**src/gpwk_map.svh**
```systemverilog
`ifndef GPWK_MAP_SVH
`define GPWK_MAP_SVH
// Register indices; byte address is four times the index
`define GPWK_IDX_FMODE 16'hffcc
`define GPWK_IDX_LATCH 16'hffd8
`define GPWK_IDX_PULLUP 16'hffe2
`define GPWK_IDX_DIR 16'hffe8
`define GPWK_IDX_LCDCTL 16'hfff0
`define GPWK_IDX_PWR 16'hfff1
// Address layout
`define GPWK_IDX_LSB 2
`define GPWK_IDX_MSB 17
`define GPWK_ADDR_BITS 18
// Reset values and fixed read values
`define GPWK_RST_BYTE 8'h00
`define GPWK_RST_SEG 4'h0
`define GPWK_RST_PWR 3'h0
`define GPWK_DIR_READ 8'hff
// Field positions
`define GPWK_SEG_TAKE_BIT 3
`define GPWK_SEG_W 4
`define GPWK_PWR_W 3
// Power mode codes in the power mode register
`define GPWK_PWR_ACTIVE 3'h0
`define GPWK_PWR_SUBACTIVE 3'h1
`define GPWK_PWR_SLEEP 3'h2
`define GPWK_PWR_SUBSLEEP 3'h3
`define GPWK_PWR_WATCH 3'h4
`define GPWK_PWR_STANDBY 3'h5
// AXI responses
`define GPWK_RESP_OKAY 2'h0
`define GPWK_RESP_SLVERR 2'h2
`endif

```
**src/gpwk_pkg.sv**
```systemverilog
`default_nettype none
package gpwk_pkg;
   // Operating modes of the device
   typedef enum logic [5:0] {
      GPWK_ACTIVE = 6'b000001,
      GPWK_SUBACTIVE = 6'b000010,
      GPWK_SLEEP = 6'b000100,
      GPWK_SUBSLEEP = 6'b001000,
      GPWK_WATCH = 6'b010000,
      GPWK_STANDBY = 6'b100000
   } gpwk_pwr_t;
   // Register selected by an address
   typedef enum logic [6:0] {
      GPWK_SEL_NONE = 7'b0000001,
      GPWK_SEL_FMODE = 7'b0000010,
      GPWK_SEL_LATCH = 7'b0000100,
      GPWK_SEL_PULLUP = 7'b0001000,
      GPWK_SEL_DIR = 7'b0010000,
      GPWK_SEL_LCDCTL = 7'b0100000,
      GPWK_SEL_PWR = 7'b1000000
   } gpwk_sel_t;
endpackage
`default_nettype wire

```
**src/gpwk_port.sv**
```systemverilog
// What this block does
// (RL1) Bit n of every port register controls pin n of eight.
// (RL2) Data read returns the latch for pins with direction one.
// (RL3) Data read returns the sampled pin level for direction zero.
// (RL4) Direction one drives the latch onto the pin; zero releases it.
// (RL5) Direction register is write only and reads as all ones.
// (RL6) Latch and direction act only while mode and segment leave general I/O.
// (RL7) Pull-up on only with direction zero and pull-up bit one.
// (RL8) Reset clears data, direction, pull-up and mode registers to zero.
// (RL9) Mode bit one makes the pin an active-low wake-up input.
// (RL10) Segment field top bit one turns every pin into a segment output.
// (RL11) Pins float in reset and standby, hold in sleep modes, work otherwise.
// (RL12) In standby an enabled pull-up keeps the pin high.
// (RL13) Latch and direction ignored while another function owns the pin.
// (RL14) Writes reach pins next edge; pin inputs pass two flip-flops.
`timescale 1ns/1ps
`default_nettype none
`include "gpwk_map.svh"
module gpwk_port #(
   parameter int ADDR_W = 18
) (
   input wire logic aclk,
   input wire logic aresetn,
   input wire logic ce,
   input wire logic [ADDR_W-1:0] s_axi_awaddr,
   input wire logic s_axi_awvalid,
   output logic s_axi_awready,
   input wire logic [31:0] s_axi_wdata,
   input wire logic [3:0] s_axi_wstrb,
   input wire logic s_axi_wvalid,
   output logic s_axi_wready,
   output logic [1:0] s_axi_bresp,
   output logic s_axi_bvalid,
   input wire logic s_axi_bready,
   input wire logic [ADDR_W-1:0] s_axi_araddr,
   input wire logic s_axi_arvalid,
   output logic s_axi_arready,
   output logic [31:0] s_axi_rdata,
   output logic [1:0] s_axi_rresp,
   output logic s_axi_rvalid,
   input wire logic s_axi_rready,
   input wire logic [7:0] general_io_pin_i,
   output logic [7:0] general_io_pin_o,
   output logic [7:0] general_io_pin_oe,
   output logic [7:0] general_io_pin_pullup,
   input wire logic [7:0] segment_drive_output,
   output logic [7:0] wakeup_input_select_n
);
   // ----------------------------------------------------------------
   // Elaboration checks
   // ----------------------------------------------------------------
   if (ADDR_W < `GPWK_ADDR_BITS || ADDR_W > 32)
      $error("gpwk_port: ADDR_W must be 18 to 32");

   // ----------------------------------------------------------------
   // Declarations
   // ----------------------------------------------------------------
   logic [7:0] pin_function_mode_reg;
   logic [7:0] port_output_latch_reg;
   logic [7:0] pin_pullup_enable_reg;
   logic [7:0] pin_direction_reg;
   logic [`GPWK_SEG_W-1:0] segment_group_select_reg;
   logic [`GPWK_PWR_W-1:0] power_mode_reg;
   logic [7:0] pin_meta_reg;
   logic [7:0] pin_level_reg;
   logic wr_en;
   logic [ADDR_W-1:0] wr_addr;
   logic [7:0] wr_data;
   logic wr_lane0;
   logic rd_en;
   logic [ADDR_W-1:0] rd_addr;
   logic [7:0] rd_data;
   gpwk_pkg::gpwk_sel_t wr_sel;
   gpwk_pkg::gpwk_sel_t rd_sel;
   gpwk_pkg::gpwk_pwr_t pwr;
   logic seg_take;
   logic do_wr;

   // ----------------------------------------------------------------
   // Decode functions
   // ----------------------------------------------------------------
   // Address to register; the same map serves reads and writes
   function automatic gpwk_pkg::gpwk_sel_t reg_select(input logic [ADDR_W-1:0] addr);
      logic [15:0] idx;
      logic high_zero;
      idx = addr[`GPWK_IDX_MSB:`GPWK_IDX_LSB];
      high_zero = ((addr >> `GPWK_ADDR_BITS) == '0);
      if (!high_zero)
         return gpwk_pkg::GPWK_SEL_NONE;
      else if (idx == `GPWK_IDX_FMODE)
         return gpwk_pkg::GPWK_SEL_FMODE;
      else if (idx == `GPWK_IDX_LATCH)
         return gpwk_pkg::GPWK_SEL_LATCH;
      else if (idx == `GPWK_IDX_PULLUP)
         return gpwk_pkg::GPWK_SEL_PULLUP;
      else if (idx == `GPWK_IDX_DIR)
         return gpwk_pkg::GPWK_SEL_DIR;
      else if (idx == `GPWK_IDX_LCDCTL)
         return gpwk_pkg::GPWK_SEL_LCDCTL;
      else if (idx == `GPWK_IDX_PWR)
         return gpwk_pkg::GPWK_SEL_PWR;
      else
         return gpwk_pkg::GPWK_SEL_NONE;
   endfunction

   // Power code to one-hot mode; unknown codes count as active
   function automatic gpwk_pkg::gpwk_pwr_t pwr_decode(input logic [`GPWK_PWR_W-1:0] code);
      case (code)
         `GPWK_PWR_SUBACTIVE: return gpwk_pkg::GPWK_SUBACTIVE;
         `GPWK_PWR_SLEEP: return gpwk_pkg::GPWK_SLEEP;
         `GPWK_PWR_SUBSLEEP: return gpwk_pkg::GPWK_SUBSLEEP;
         `GPWK_PWR_WATCH: return gpwk_pkg::GPWK_WATCH;
         `GPWK_PWR_STANDBY: return gpwk_pkg::GPWK_STANDBY;
         default: return gpwk_pkg::GPWK_ACTIVE;
      endcase
   endfunction

   // ----------------------------------------------------------------
   // Bus slave
   // ----------------------------------------------------------------
   gpwk_axil_slave #(
      .ADDR_W(ADDR_W)
   ) u_bus (
      .aclk(aclk),
      .aresetn(aresetn),
      .ce(ce),
      .s_axi_awaddr(s_axi_awaddr),
      .s_axi_awvalid(s_axi_awvalid),
      .s_axi_awready(s_axi_awready),
      .s_axi_wdata(s_axi_wdata),
      .s_axi_wstrb(s_axi_wstrb),
      .s_axi_wvalid(s_axi_wvalid),
      .s_axi_wready(s_axi_wready),
      .s_axi_bresp(s_axi_bresp),
      .s_axi_bvalid(s_axi_bvalid),
      .s_axi_bready(s_axi_bready),
      .s_axi_araddr(s_axi_araddr),
      .s_axi_arvalid(s_axi_arvalid),
      .s_axi_arready(s_axi_arready),
      .s_axi_rdata(s_axi_rdata),
      .s_axi_rresp(s_axi_rresp),
      .s_axi_rvalid(s_axi_rvalid),
      .s_axi_rready(s_axi_rready),
      .wr_en(wr_en),
      .wr_addr(wr_addr),
      .wr_data(wr_data),
      .wr_lane0(wr_lane0),
      .wr_err(wr_sel == gpwk_pkg::GPWK_SEL_NONE),
      .rd_en(rd_en),
      .rd_addr(rd_addr),
      .rd_data(rd_data),
      .rd_err(rd_sel == gpwk_pkg::GPWK_SEL_NONE)
   );

   assign wr_sel = reg_select(wr_addr);
   assign rd_sel = reg_select(rd_addr);
   // Byte lane 0 carries every register; other lanes are ignored
   assign do_wr = wr_en && wr_lane0;
   assign pwr = pwr_decode(power_mode_reg);
   // (RL10) segment takeover select
   assign seg_take = segment_group_select_reg[`GPWK_SEG_TAKE_BIT];

   // ----------------------------------------------------------------
   // Port registers
   // ----------------------------------------------------------------
   // (RL8) reset clears port registers
   always_ff @(posedge aclk)
   begin
      if (!aresetn)
      begin
         pin_function_mode_reg <= `GPWK_RST_BYTE;
         port_output_latch_reg <= `GPWK_RST_BYTE;
         pin_pullup_enable_reg <= `GPWK_RST_BYTE;
         pin_direction_reg <= `GPWK_RST_BYTE;
      end
      else if (do_wr)
      begin
         if (wr_sel == gpwk_pkg::GPWK_SEL_FMODE)
            pin_function_mode_reg <= wr_data;
         if (wr_sel == gpwk_pkg::GPWK_SEL_LATCH)
            port_output_latch_reg <= wr_data;
         if (wr_sel == gpwk_pkg::GPWK_SEL_PULLUP)
            pin_pullup_enable_reg <= wr_data;
         if (wr_sel == gpwk_pkg::GPWK_SEL_DIR)
            pin_direction_reg <= wr_data;
      end
   end

   // Segment select and power mode, held apart from the port registers
   always_ff @(posedge aclk)
   begin
      if (!aresetn)
      begin
         segment_group_select_reg <= `GPWK_RST_SEG;
         power_mode_reg <= `GPWK_RST_PWR;
      end
      else if (do_wr)
      begin
         if (wr_sel == gpwk_pkg::GPWK_SEL_LCDCTL)
            segment_group_select_reg <= wr_data[`GPWK_SEG_W-1:0];
         if (wr_sel == gpwk_pkg::GPWK_SEL_PWR)
            power_mode_reg <= wr_data[`GPWK_PWR_W-1:0];
      end
   end

   // ----------------------------------------------------------------
   // Pin input synchroniser
   // ----------------------------------------------------------------
   // (RL14) two-stage synchroniser; only the second stage is read
   always_ff @(posedge aclk)
   begin
      if (!aresetn)
      begin
         pin_meta_reg <= `GPWK_RST_BYTE;
         pin_level_reg <= `GPWK_RST_BYTE;
      end
      else if (ce)
      begin
         pin_meta_reg <= general_io_pin_i;
         pin_level_reg <= pin_meta_reg;
      end
   end

   // ----------------------------------------------------------------
   // Read mux
   // ----------------------------------------------------------------
   // Unmapped reads return zero alongside the error response
   always_comb
   begin
      rd_data = `GPWK_RST_BYTE;
      if (rd_sel == gpwk_pkg::GPWK_SEL_FMODE)
         rd_data = pin_function_mode_reg;
      else if (rd_sel == gpwk_pkg::GPWK_SEL_LATCH)
         // (RL2) (RL3) latch or pin per direction bit
         rd_data = (pin_direction_reg & port_output_latch_reg) |
            (~pin_direction_reg & pin_level_reg);
      else if (rd_sel == gpwk_pkg::GPWK_SEL_PULLUP)
         rd_data = pin_pullup_enable_reg;
      else if (rd_sel == gpwk_pkg::GPWK_SEL_DIR)
         // (RL5) write-only, reads all ones
         rd_data = `GPWK_DIR_READ;
      else if (rd_sel == gpwk_pkg::GPWK_SEL_LCDCTL)
         rd_data = {{(8-`GPWK_SEG_W){1'b0}}, segment_group_select_reg};
      else if (rd_sel == gpwk_pkg::GPWK_SEL_PWR)
         rd_data = {{(8-`GPWK_PWR_W){1'b0}}, power_mode_reg};
   end

   // ----------------------------------------------------------------
   // Pin drivers
   // ----------------------------------------------------------------
   // (RL4) (RL6) (RL7) (RL11) (RL12) (RL13) per-pin ownership and power states
   gpwk_pin_ctrl #(
      .PIN_COUNT(8)
   ) u_pins (
      .aclk(aclk),
      .aresetn(aresetn),
      .ce(ce),
      .latch(port_output_latch_reg),
      .dir(pin_direction_reg),
      .pullup_en(pin_pullup_enable_reg),
      .fmode(pin_function_mode_reg),
      .seg_take(seg_take),
      .pwr(pwr),
      .seg_data(segment_drive_output),
      .pin_out(general_io_pin_o),
      .pin_oe(general_io_pin_oe),
      .pin_pullup(general_io_pin_pullup)
   );

   // ----------------------------------------------------------------
   // Wake-up inputs
   // ----------------------------------------------------------------
   // (RL9) active-low wake input follows the synced pin when selected
   always_ff @(posedge aclk)
   begin
      if (!aresetn)
         wakeup_input_select_n <= ~`GPWK_RST_BYTE;
      else if (ce)
         wakeup_input_select_n <= seg_take ? ~`GPWK_RST_BYTE :
            (pin_level_reg | ~pin_function_mode_reg);
   end

   // ----------------------------------------------------------------
   // Assertions
   // ----------------------------------------------------------------
   logic live_q;
   assign live_q = (pwr == gpwk_pkg::GPWK_ACTIVE) || (pwr == gpwk_pkg::GPWK_SUBACTIVE);
endmodule
`default_nettype wire

```
**src/gpwk_axil_slave.sv**
```systemverilog
`timescale 1ns/1ps
`default_nettype none
`include "gpwk_map.svh"
module gpwk_axil_slave #(
   parameter int ADDR_W = 18
) (
   input wire logic aclk,
   input wire logic aresetn,
   input wire logic ce,
   input wire logic [ADDR_W-1:0] s_axi_awaddr,
   input wire logic s_axi_awvalid,
   output logic s_axi_awready,
   input wire logic [31:0] s_axi_wdata,
   input wire logic [3:0] s_axi_wstrb,
   input wire logic s_axi_wvalid,
   output logic s_axi_wready,
   output logic [1:0] s_axi_bresp,
   output logic s_axi_bvalid,
   input wire logic s_axi_bready,
   input wire logic [ADDR_W-1:0] s_axi_araddr,
   input wire logic s_axi_arvalid,
   output logic s_axi_arready,
   output logic [31:0] s_axi_rdata,
   output logic [1:0] s_axi_rresp,
   output logic s_axi_rvalid,
   input wire logic s_axi_rready,
   output logic wr_en,
   output logic [ADDR_W-1:0] wr_addr,
   output logic [7:0] wr_data,
   output logic wr_lane0,
   input wire logic wr_err,
   output logic rd_en,
   output logic [ADDR_W-1:0] rd_addr,
   input wire logic [7:0] rd_data,
   input wire logic rd_err
);
   logic aw_got_reg;
   logic w_got_reg;
   logic ar_got_reg;
   // ----------------------------------------------------------------
   // Handshakes
   // ----------------------------------------------------------------
   // Ready drops with ce low so no beat is taken while frozen
   assign s_axi_awready = ce && !aw_got_reg && !s_axi_bvalid;
   assign s_axi_wready = ce && !w_got_reg && !s_axi_bvalid;
   assign s_axi_arready = ce && !ar_got_reg && !s_axi_rvalid;
   assign wr_en = ce && aw_got_reg && w_got_reg;
   assign rd_en = ce && ar_got_reg;
   // Write channel capture, either order
   always_ff @(posedge aclk)
   begin
      if (!aresetn)
      begin
         aw_got_reg <= 1'b0;
         w_got_reg <= 1'b0;
         s_axi_bvalid <= 1'b0;
         s_axi_bresp <= `GPWK_RESP_OKAY;
         wr_addr <= '0;
         wr_data <= `GPWK_RST_BYTE;
         wr_lane0 <= 1'b0;
      end
      else if (ce)
      begin
         if (s_axi_awvalid && s_axi_awready)
         begin
            aw_got_reg <= 1'b1;
            wr_addr <= s_axi_awaddr;
         end
         if (s_axi_wvalid && s_axi_wready)
         begin
            w_got_reg <= 1'b1;
            wr_data <= s_axi_wdata[7:0];
            wr_lane0 <= s_axi_wstrb[0];
         end
         if (wr_en)
         begin
            aw_got_reg <= 1'b0;
            w_got_reg <= 1'b0;
            s_axi_bvalid <= 1'b1;
            s_axi_bresp <= wr_err ? `GPWK_RESP_SLVERR : `GPWK_RESP_OKAY;
         end
         else if (s_axi_bready)
            s_axi_bvalid <= 1'b0;
      end
   end
   // Read channel: data registered one cycle after the address is held
   always_ff @(posedge aclk)
   begin
      if (!aresetn)
      begin
         ar_got_reg <= 1'b0;
         rd_addr <= '0;
         s_axi_rvalid <= 1'b0;
         s_axi_rdata <= 32'h0;
         s_axi_rresp <= `GPWK_RESP_OKAY;
      end
      else if (ce)
      begin
         if (s_axi_arvalid && s_axi_arready)
         begin
            ar_got_reg <= 1'b1;
            rd_addr <= s_axi_araddr;
         end
         if (rd_en)
         begin
            ar_got_reg <= 1'b0;
            s_axi_rvalid <= 1'b1;
            s_axi_rdata <= {24'h0, rd_data};
            s_axi_rresp <= rd_err ? `GPWK_RESP_SLVERR : `GPWK_RESP_OKAY;
         end
         else if (s_axi_rready)
            s_axi_rvalid <= 1'b0;
      end
   end
endmodule
`default_nettype wire

```
**src/gpwk_pin_ctrl.sv**
```systemverilog
`timescale 1ns/1ps
`default_nettype none
`include "gpwk_map.svh"
module gpwk_pin_ctrl #(
   parameter int PIN_COUNT = 8
) (
   input wire logic aclk,
   input wire logic aresetn,
   input wire logic ce,
   input wire logic [PIN_COUNT-1:0] latch,
   input wire logic [PIN_COUNT-1:0] dir,
   input wire logic [PIN_COUNT-1:0] pullup_en,
   input wire logic [PIN_COUNT-1:0] fmode,
   input wire logic seg_take,
   input wire gpwk_pkg::gpwk_pwr_t pwr,
   input wire logic [PIN_COUNT-1:0] seg_data,
   output logic [PIN_COUNT-1:0] pin_out,
   output logic [PIN_COUNT-1:0] pin_oe,
   output logic [PIN_COUNT-1:0] pin_pullup
);
   if (PIN_COUNT < 1 || PIN_COUNT > 8)
      $error("gpwk_pin_ctrl: PIN_COUNT must be 1 to 8");
   logic live;
   logic standby;
   // Active and subactive follow the registers; standby floats the drivers but pull-ups still follow; sleep, subsleep and watch retain
   assign live = (pwr == gpwk_pkg::GPWK_ACTIVE) || (pwr == gpwk_pkg::GPWK_SUBACTIVE);
   assign standby = (pwr == gpwk_pkg::GPWK_STANDBY);
   // (RL1) bit n serves pin n
   for (genvar n = 0; n < PIN_COUNT; n++)
   begin : g_pin
      // Per pin driver, reset puts every pin in high impedance
      always_ff @(posedge aclk)
      begin
         if (!aresetn)
         begin
            pin_out[n] <= 1'b0;
            pin_oe[n] <= 1'b0;
            pin_pullup[n] <= 1'b0;
         end
         else if (ce && standby)
         begin
            pin_oe[n] <= 1'b0;
            pin_pullup[n] <= pullup_en[n] && !dir[n];
         end
         else if (ce && live)
         begin
            pin_out[n] <= seg_take ? seg_data[n] : latch[n];
            pin_oe[n] <= seg_take || (!fmode[n] && dir[n]);
            pin_pullup[n] <= pullup_en[n] && !dir[n];
         end
      end
   end
endmodule
`default_nettype wire

```
**config.mk**
```make
export PLATFORM = sky130hd
export DESIGN_NAME = gpwk_port
export DESIGN_NICKNAME = d
export VERILOG_FILES = /design/src/gpwk_pkg.sv /design/src/gpwk_port.sv /design/src/gpwk_axil_slave.sv /design/src/gpwk_pin_ctrl.sv
export VERILOG_INCLUDE_DIRS = /design/src
export SDC_FILE = /design/constraint.sdc
export NUM_CORES = 1
export LEC_CHECK = 0
export BUFFER_PORTS_ARGS = -buffer_cell sky130_fd_sc_hd__buf_2
export CAP_MARGIN = 40
export CORE_MARGIN = 5
export CORE_UTILIZATION = 35
export CTS_CLUSTER_DIAMETER = 50
export DETAILED_ROUTE_END_ITERATION = 16
export HOLD_SLACK_MARGIN = 0.08
export PLACE_DENSITY = 0.64
export SLEW_MARGIN = 10
export SYNTH_ARGS = -nofsm -noshare
export SYNTH_HDL_FRONTEND = slang
export SYNTH_SLANG_ARGS = --single-unit
```
**constraint.sdc**
```tcl
create_clock -name aclk -period 2.5 [get_ports aclk]
set_clock_uncertainty 0.05 [all_clocks]
set_input_delay 0.375 -clock aclk [delete_from_list [all_inputs] [get_ports aclk]]
set_output_delay 0.375 -clock aclk [all_outputs]
set_load 0.02 [all_outputs]
```
==> impl_metrics.yaml <==
finish:
  drive_above_1_share: 0.213
  nets: 899
  largestRegisters: "u_bus.rd_addr (16), u_bus.wr_addr (16)"
  n_antenna_cell: 0
  fin_area_um2: 7690
  area_growth_pct: 19.9
die:
  pin_count: 169
  die_w_um: 145
  die_h_um: 145
  placementRows: 49
  core_um2: 18000
  start_util: 0.356
  dieArea_um2: 21100
cts:
  clkLatencyLatePin_ns: 0.41
  ctsHoldBuffers: 0
  cts.sinks: 143
  clockBufferDepth: 2
  clockRootBuffer: "clkbuf_16"
  post_cts_buffers: 0
  cts_made_buffers: 17
  h-tree-depth: 4
  cts_tree: "yes"
  path_clk_slew_ns: 0.06
  cts_resized: 0
synth:
  synthFlopType: "dfxtp_1"
  async_reset_ff_frac: 0
  netlist.area_leader.share: 0.446
  avgSynthCellArea_um2: 9.17
  synth_area_um2: 6420
  synth_common_cells: "143 x dfxtp_1, 117 x nand2_1, 69 x nor2b_1, 64 x mux2i_1, 43 x a21boi_1"
  yosysSeqAreaShare: 0.446
  synth.distinct_cells: 52
  ys_seq_elements: 143
  synthTopCellsByArea: "dfxtp_1 45%, mux2i_1 10%, nand2_1 6.8%, nor2b_1 6.7%, a21boi_1 5.0%"
  yosysMostFrequentCell: "dfxtp_1"
  synth_cells: 700
  synth_edf_count: 0
  ys_warn_count: 0
  synth_area_leader_cell: "dfxtp_1"
detailed_routing:
  first_iter_violations: 349
  ant_nets: 0
  drcViolationCount: 0
  dr_total_vias: 4936
  drt-pass1-iter-count: 4
  wl_per_cell_um: 15.2
  vias_per_cell: 4.74
  wirelength_um: 15900
place:
  gp_congestion: 0.812
  numPortBuffers: 111
  hpwl_um: 12000
  placed_cell_area_um2: 7070
worst_setup_path:
  regToRegStartpoint: "u_bus.wr_addr[16]"
  r2r_setup_slack_ns: 0.54
  start_kind: "flop"
  end_kind: "flop"
  criticalPathCategory: "flop to flop"
  critPathMaxFanout: 8
  crit_arrival_ns: 2.21
  timing.rr.end: "pin_direction_reg[5]"
  cp_data_required_time_ns: 2.75
  r2r_cells: 5
global_route:
  gr-total-overflow: 0
  grt_first_pass_wirelength_um: 25400
  first_global_vias: 4742
  antenna_found_initial: 0
  grt_max_degree: 55
  grtUsageTotal: 0.149
sta:
  fmax_mhz: 510
  worst_pin_slew_ns: 0.666
  slew_headroom: 0.552
  period_share: 0.784
  final-setup-viol-count: 0
  drv_slew: 0
  fin_tns_setup_ns: 0
  finalCriticalPeriod_ns: 1.96
  hold_viol_final: 0
  timing.hold.ws_ns: 0.146
  rsz0062_at_grt: "false"
min_path:
  holdPathStages: 3
  min_to: "u_bus.rd_addr[7]"
  worst_hold_path_type: "input pin to flop"
  min_from: "s_axi_araddr[7]"
status:
  outcome: "complete, no violations"
power:
  vdd_drop_max_v: 0.000500
  power_density_nw_per_um2: 711
  p_leak_nw: 3.32
job:
  max_cap_violations: 0
[cells in the final DEF, fill, tap and decap left out, drive strengths merged, types with 4 or more instances in the layout]
cell / count
a211oi: 7
a21boi: 45
a21oi: 28
a22oi: 7
and2: 10
buf: 122
bufinv: 5
clkbuf: 18
clkinv: 5
conb: 26
dfxtp: 143
inv: 15
mux2: 7
mux2i: 64
nand2: 117
nand2b: 6
nand3: 9
nand4: 7
nand4b: 4
nor2: 18
nor2b: 69
nor3: 4
nor3b: 10
nor4: 4
o211a: 8
o21ai: 16
o22ai: 4
o31ai: 5
o32ai: 7
or3: 4
[cells by family (layout without fill, tap and decap cells)]
kind of cell | after synthesis | after routing | share of synthesized area
muxes | 71 | 71 | 0.112
buffers and inverters | 79 | 167 | 0.0659
adders and majority gates | 1 | 1 | 0.00195
AOI/OAI and AO/OA | 131 | 131 | 0.145
xor gates and xnor gates | 3 | 3 | 0.00410
other | 1 | 26 | 0.000584
DFF | 143 | 143 | 0.446
and+or+nand+nor | 271 | 271 | 0.224
[power breakdown]
group	internal, W	total [W]	leakage [nW]	switching (W)
registers	0.00234	0.00241	1.16	0.0000621
logic	0.000151	0.000376	1.85	0.000225
clock network	0.00175	0.00269	0.301	0.000935
total	0.00425	0.00547	3.32	0.00122
[how the worst max path moves through the flow]
stage                                   from                       end  slack (ns)  cells past startpoint
after global routing       u_bus.wr_addr[15]      pin_direction_reg[5]        0.34                      5
after global placement     u_bus.wr_addr[16]      pin_direction_reg[5]        0.52                      5
after detailed placement                  ce  pin_function_mode_reg[1]        0.48                      6
after CTS                  u_bus.wr_addr[16]      pin_direction_reg[5]        0.51                      5
final                      u_bus.wr_addr[16]      pin_direction_reg[5]        0.54                      5
after floorplan           u_bus.s_axi_rvalid         u_bus.rd_addr[10]        0.58                      6
[critical path: stages, from the launching register on]
cell and delay, ns:
dfxtp_1 0.33, nand4_1 0.18, nor4_2 0.55, nand3_2 0.41
mux2i_1 0.26, nor2b_1 0.06
[routing by layer]
layer | up-vias | share of wire | GRT usage
li1 | 2565 | - | -
met1 | 2261 | 0.49 | 0.205
met2 | 102 | 0.44 | 0.225
met3 | 8 | 0.056 | 0.0501
met4 | 0 | 0.010 | 0.0368
met5 | - | 0 | 0
[final cells by class]
type	instances	area [um^2]
Fill cell	1824	10300
Multi-Input combinational cell	503	3230
Sequential cell	143	2860
Timing Repair Buffer	122	638
Clock buffer	18	429
Tap cell	229	287
Clock inverter	12	194
Inverter	15	56.3
[through the flow]
| stage | instances | utilization | power (W) | setup WS, ns |
|---|---|---|---|---|
| detailed placement | 1012 | 0.392 | 0.00283 | 0.477 |
| global placement | 1012 | 0.392 | 0.00283 | 0.523 |
| finish | 1042 | 0.427 | 0.00547 | 0.540 |
| floorplan | 725 | - | 0.00273 | 0.582 |
| CTS | 1042 | 0.427 | 0.00552 | 0.508 |
| global route | 1042 | 0.427 | 0.00567 | 0.342 |
No activity file was read; power rests on OpenSTA's default activity.
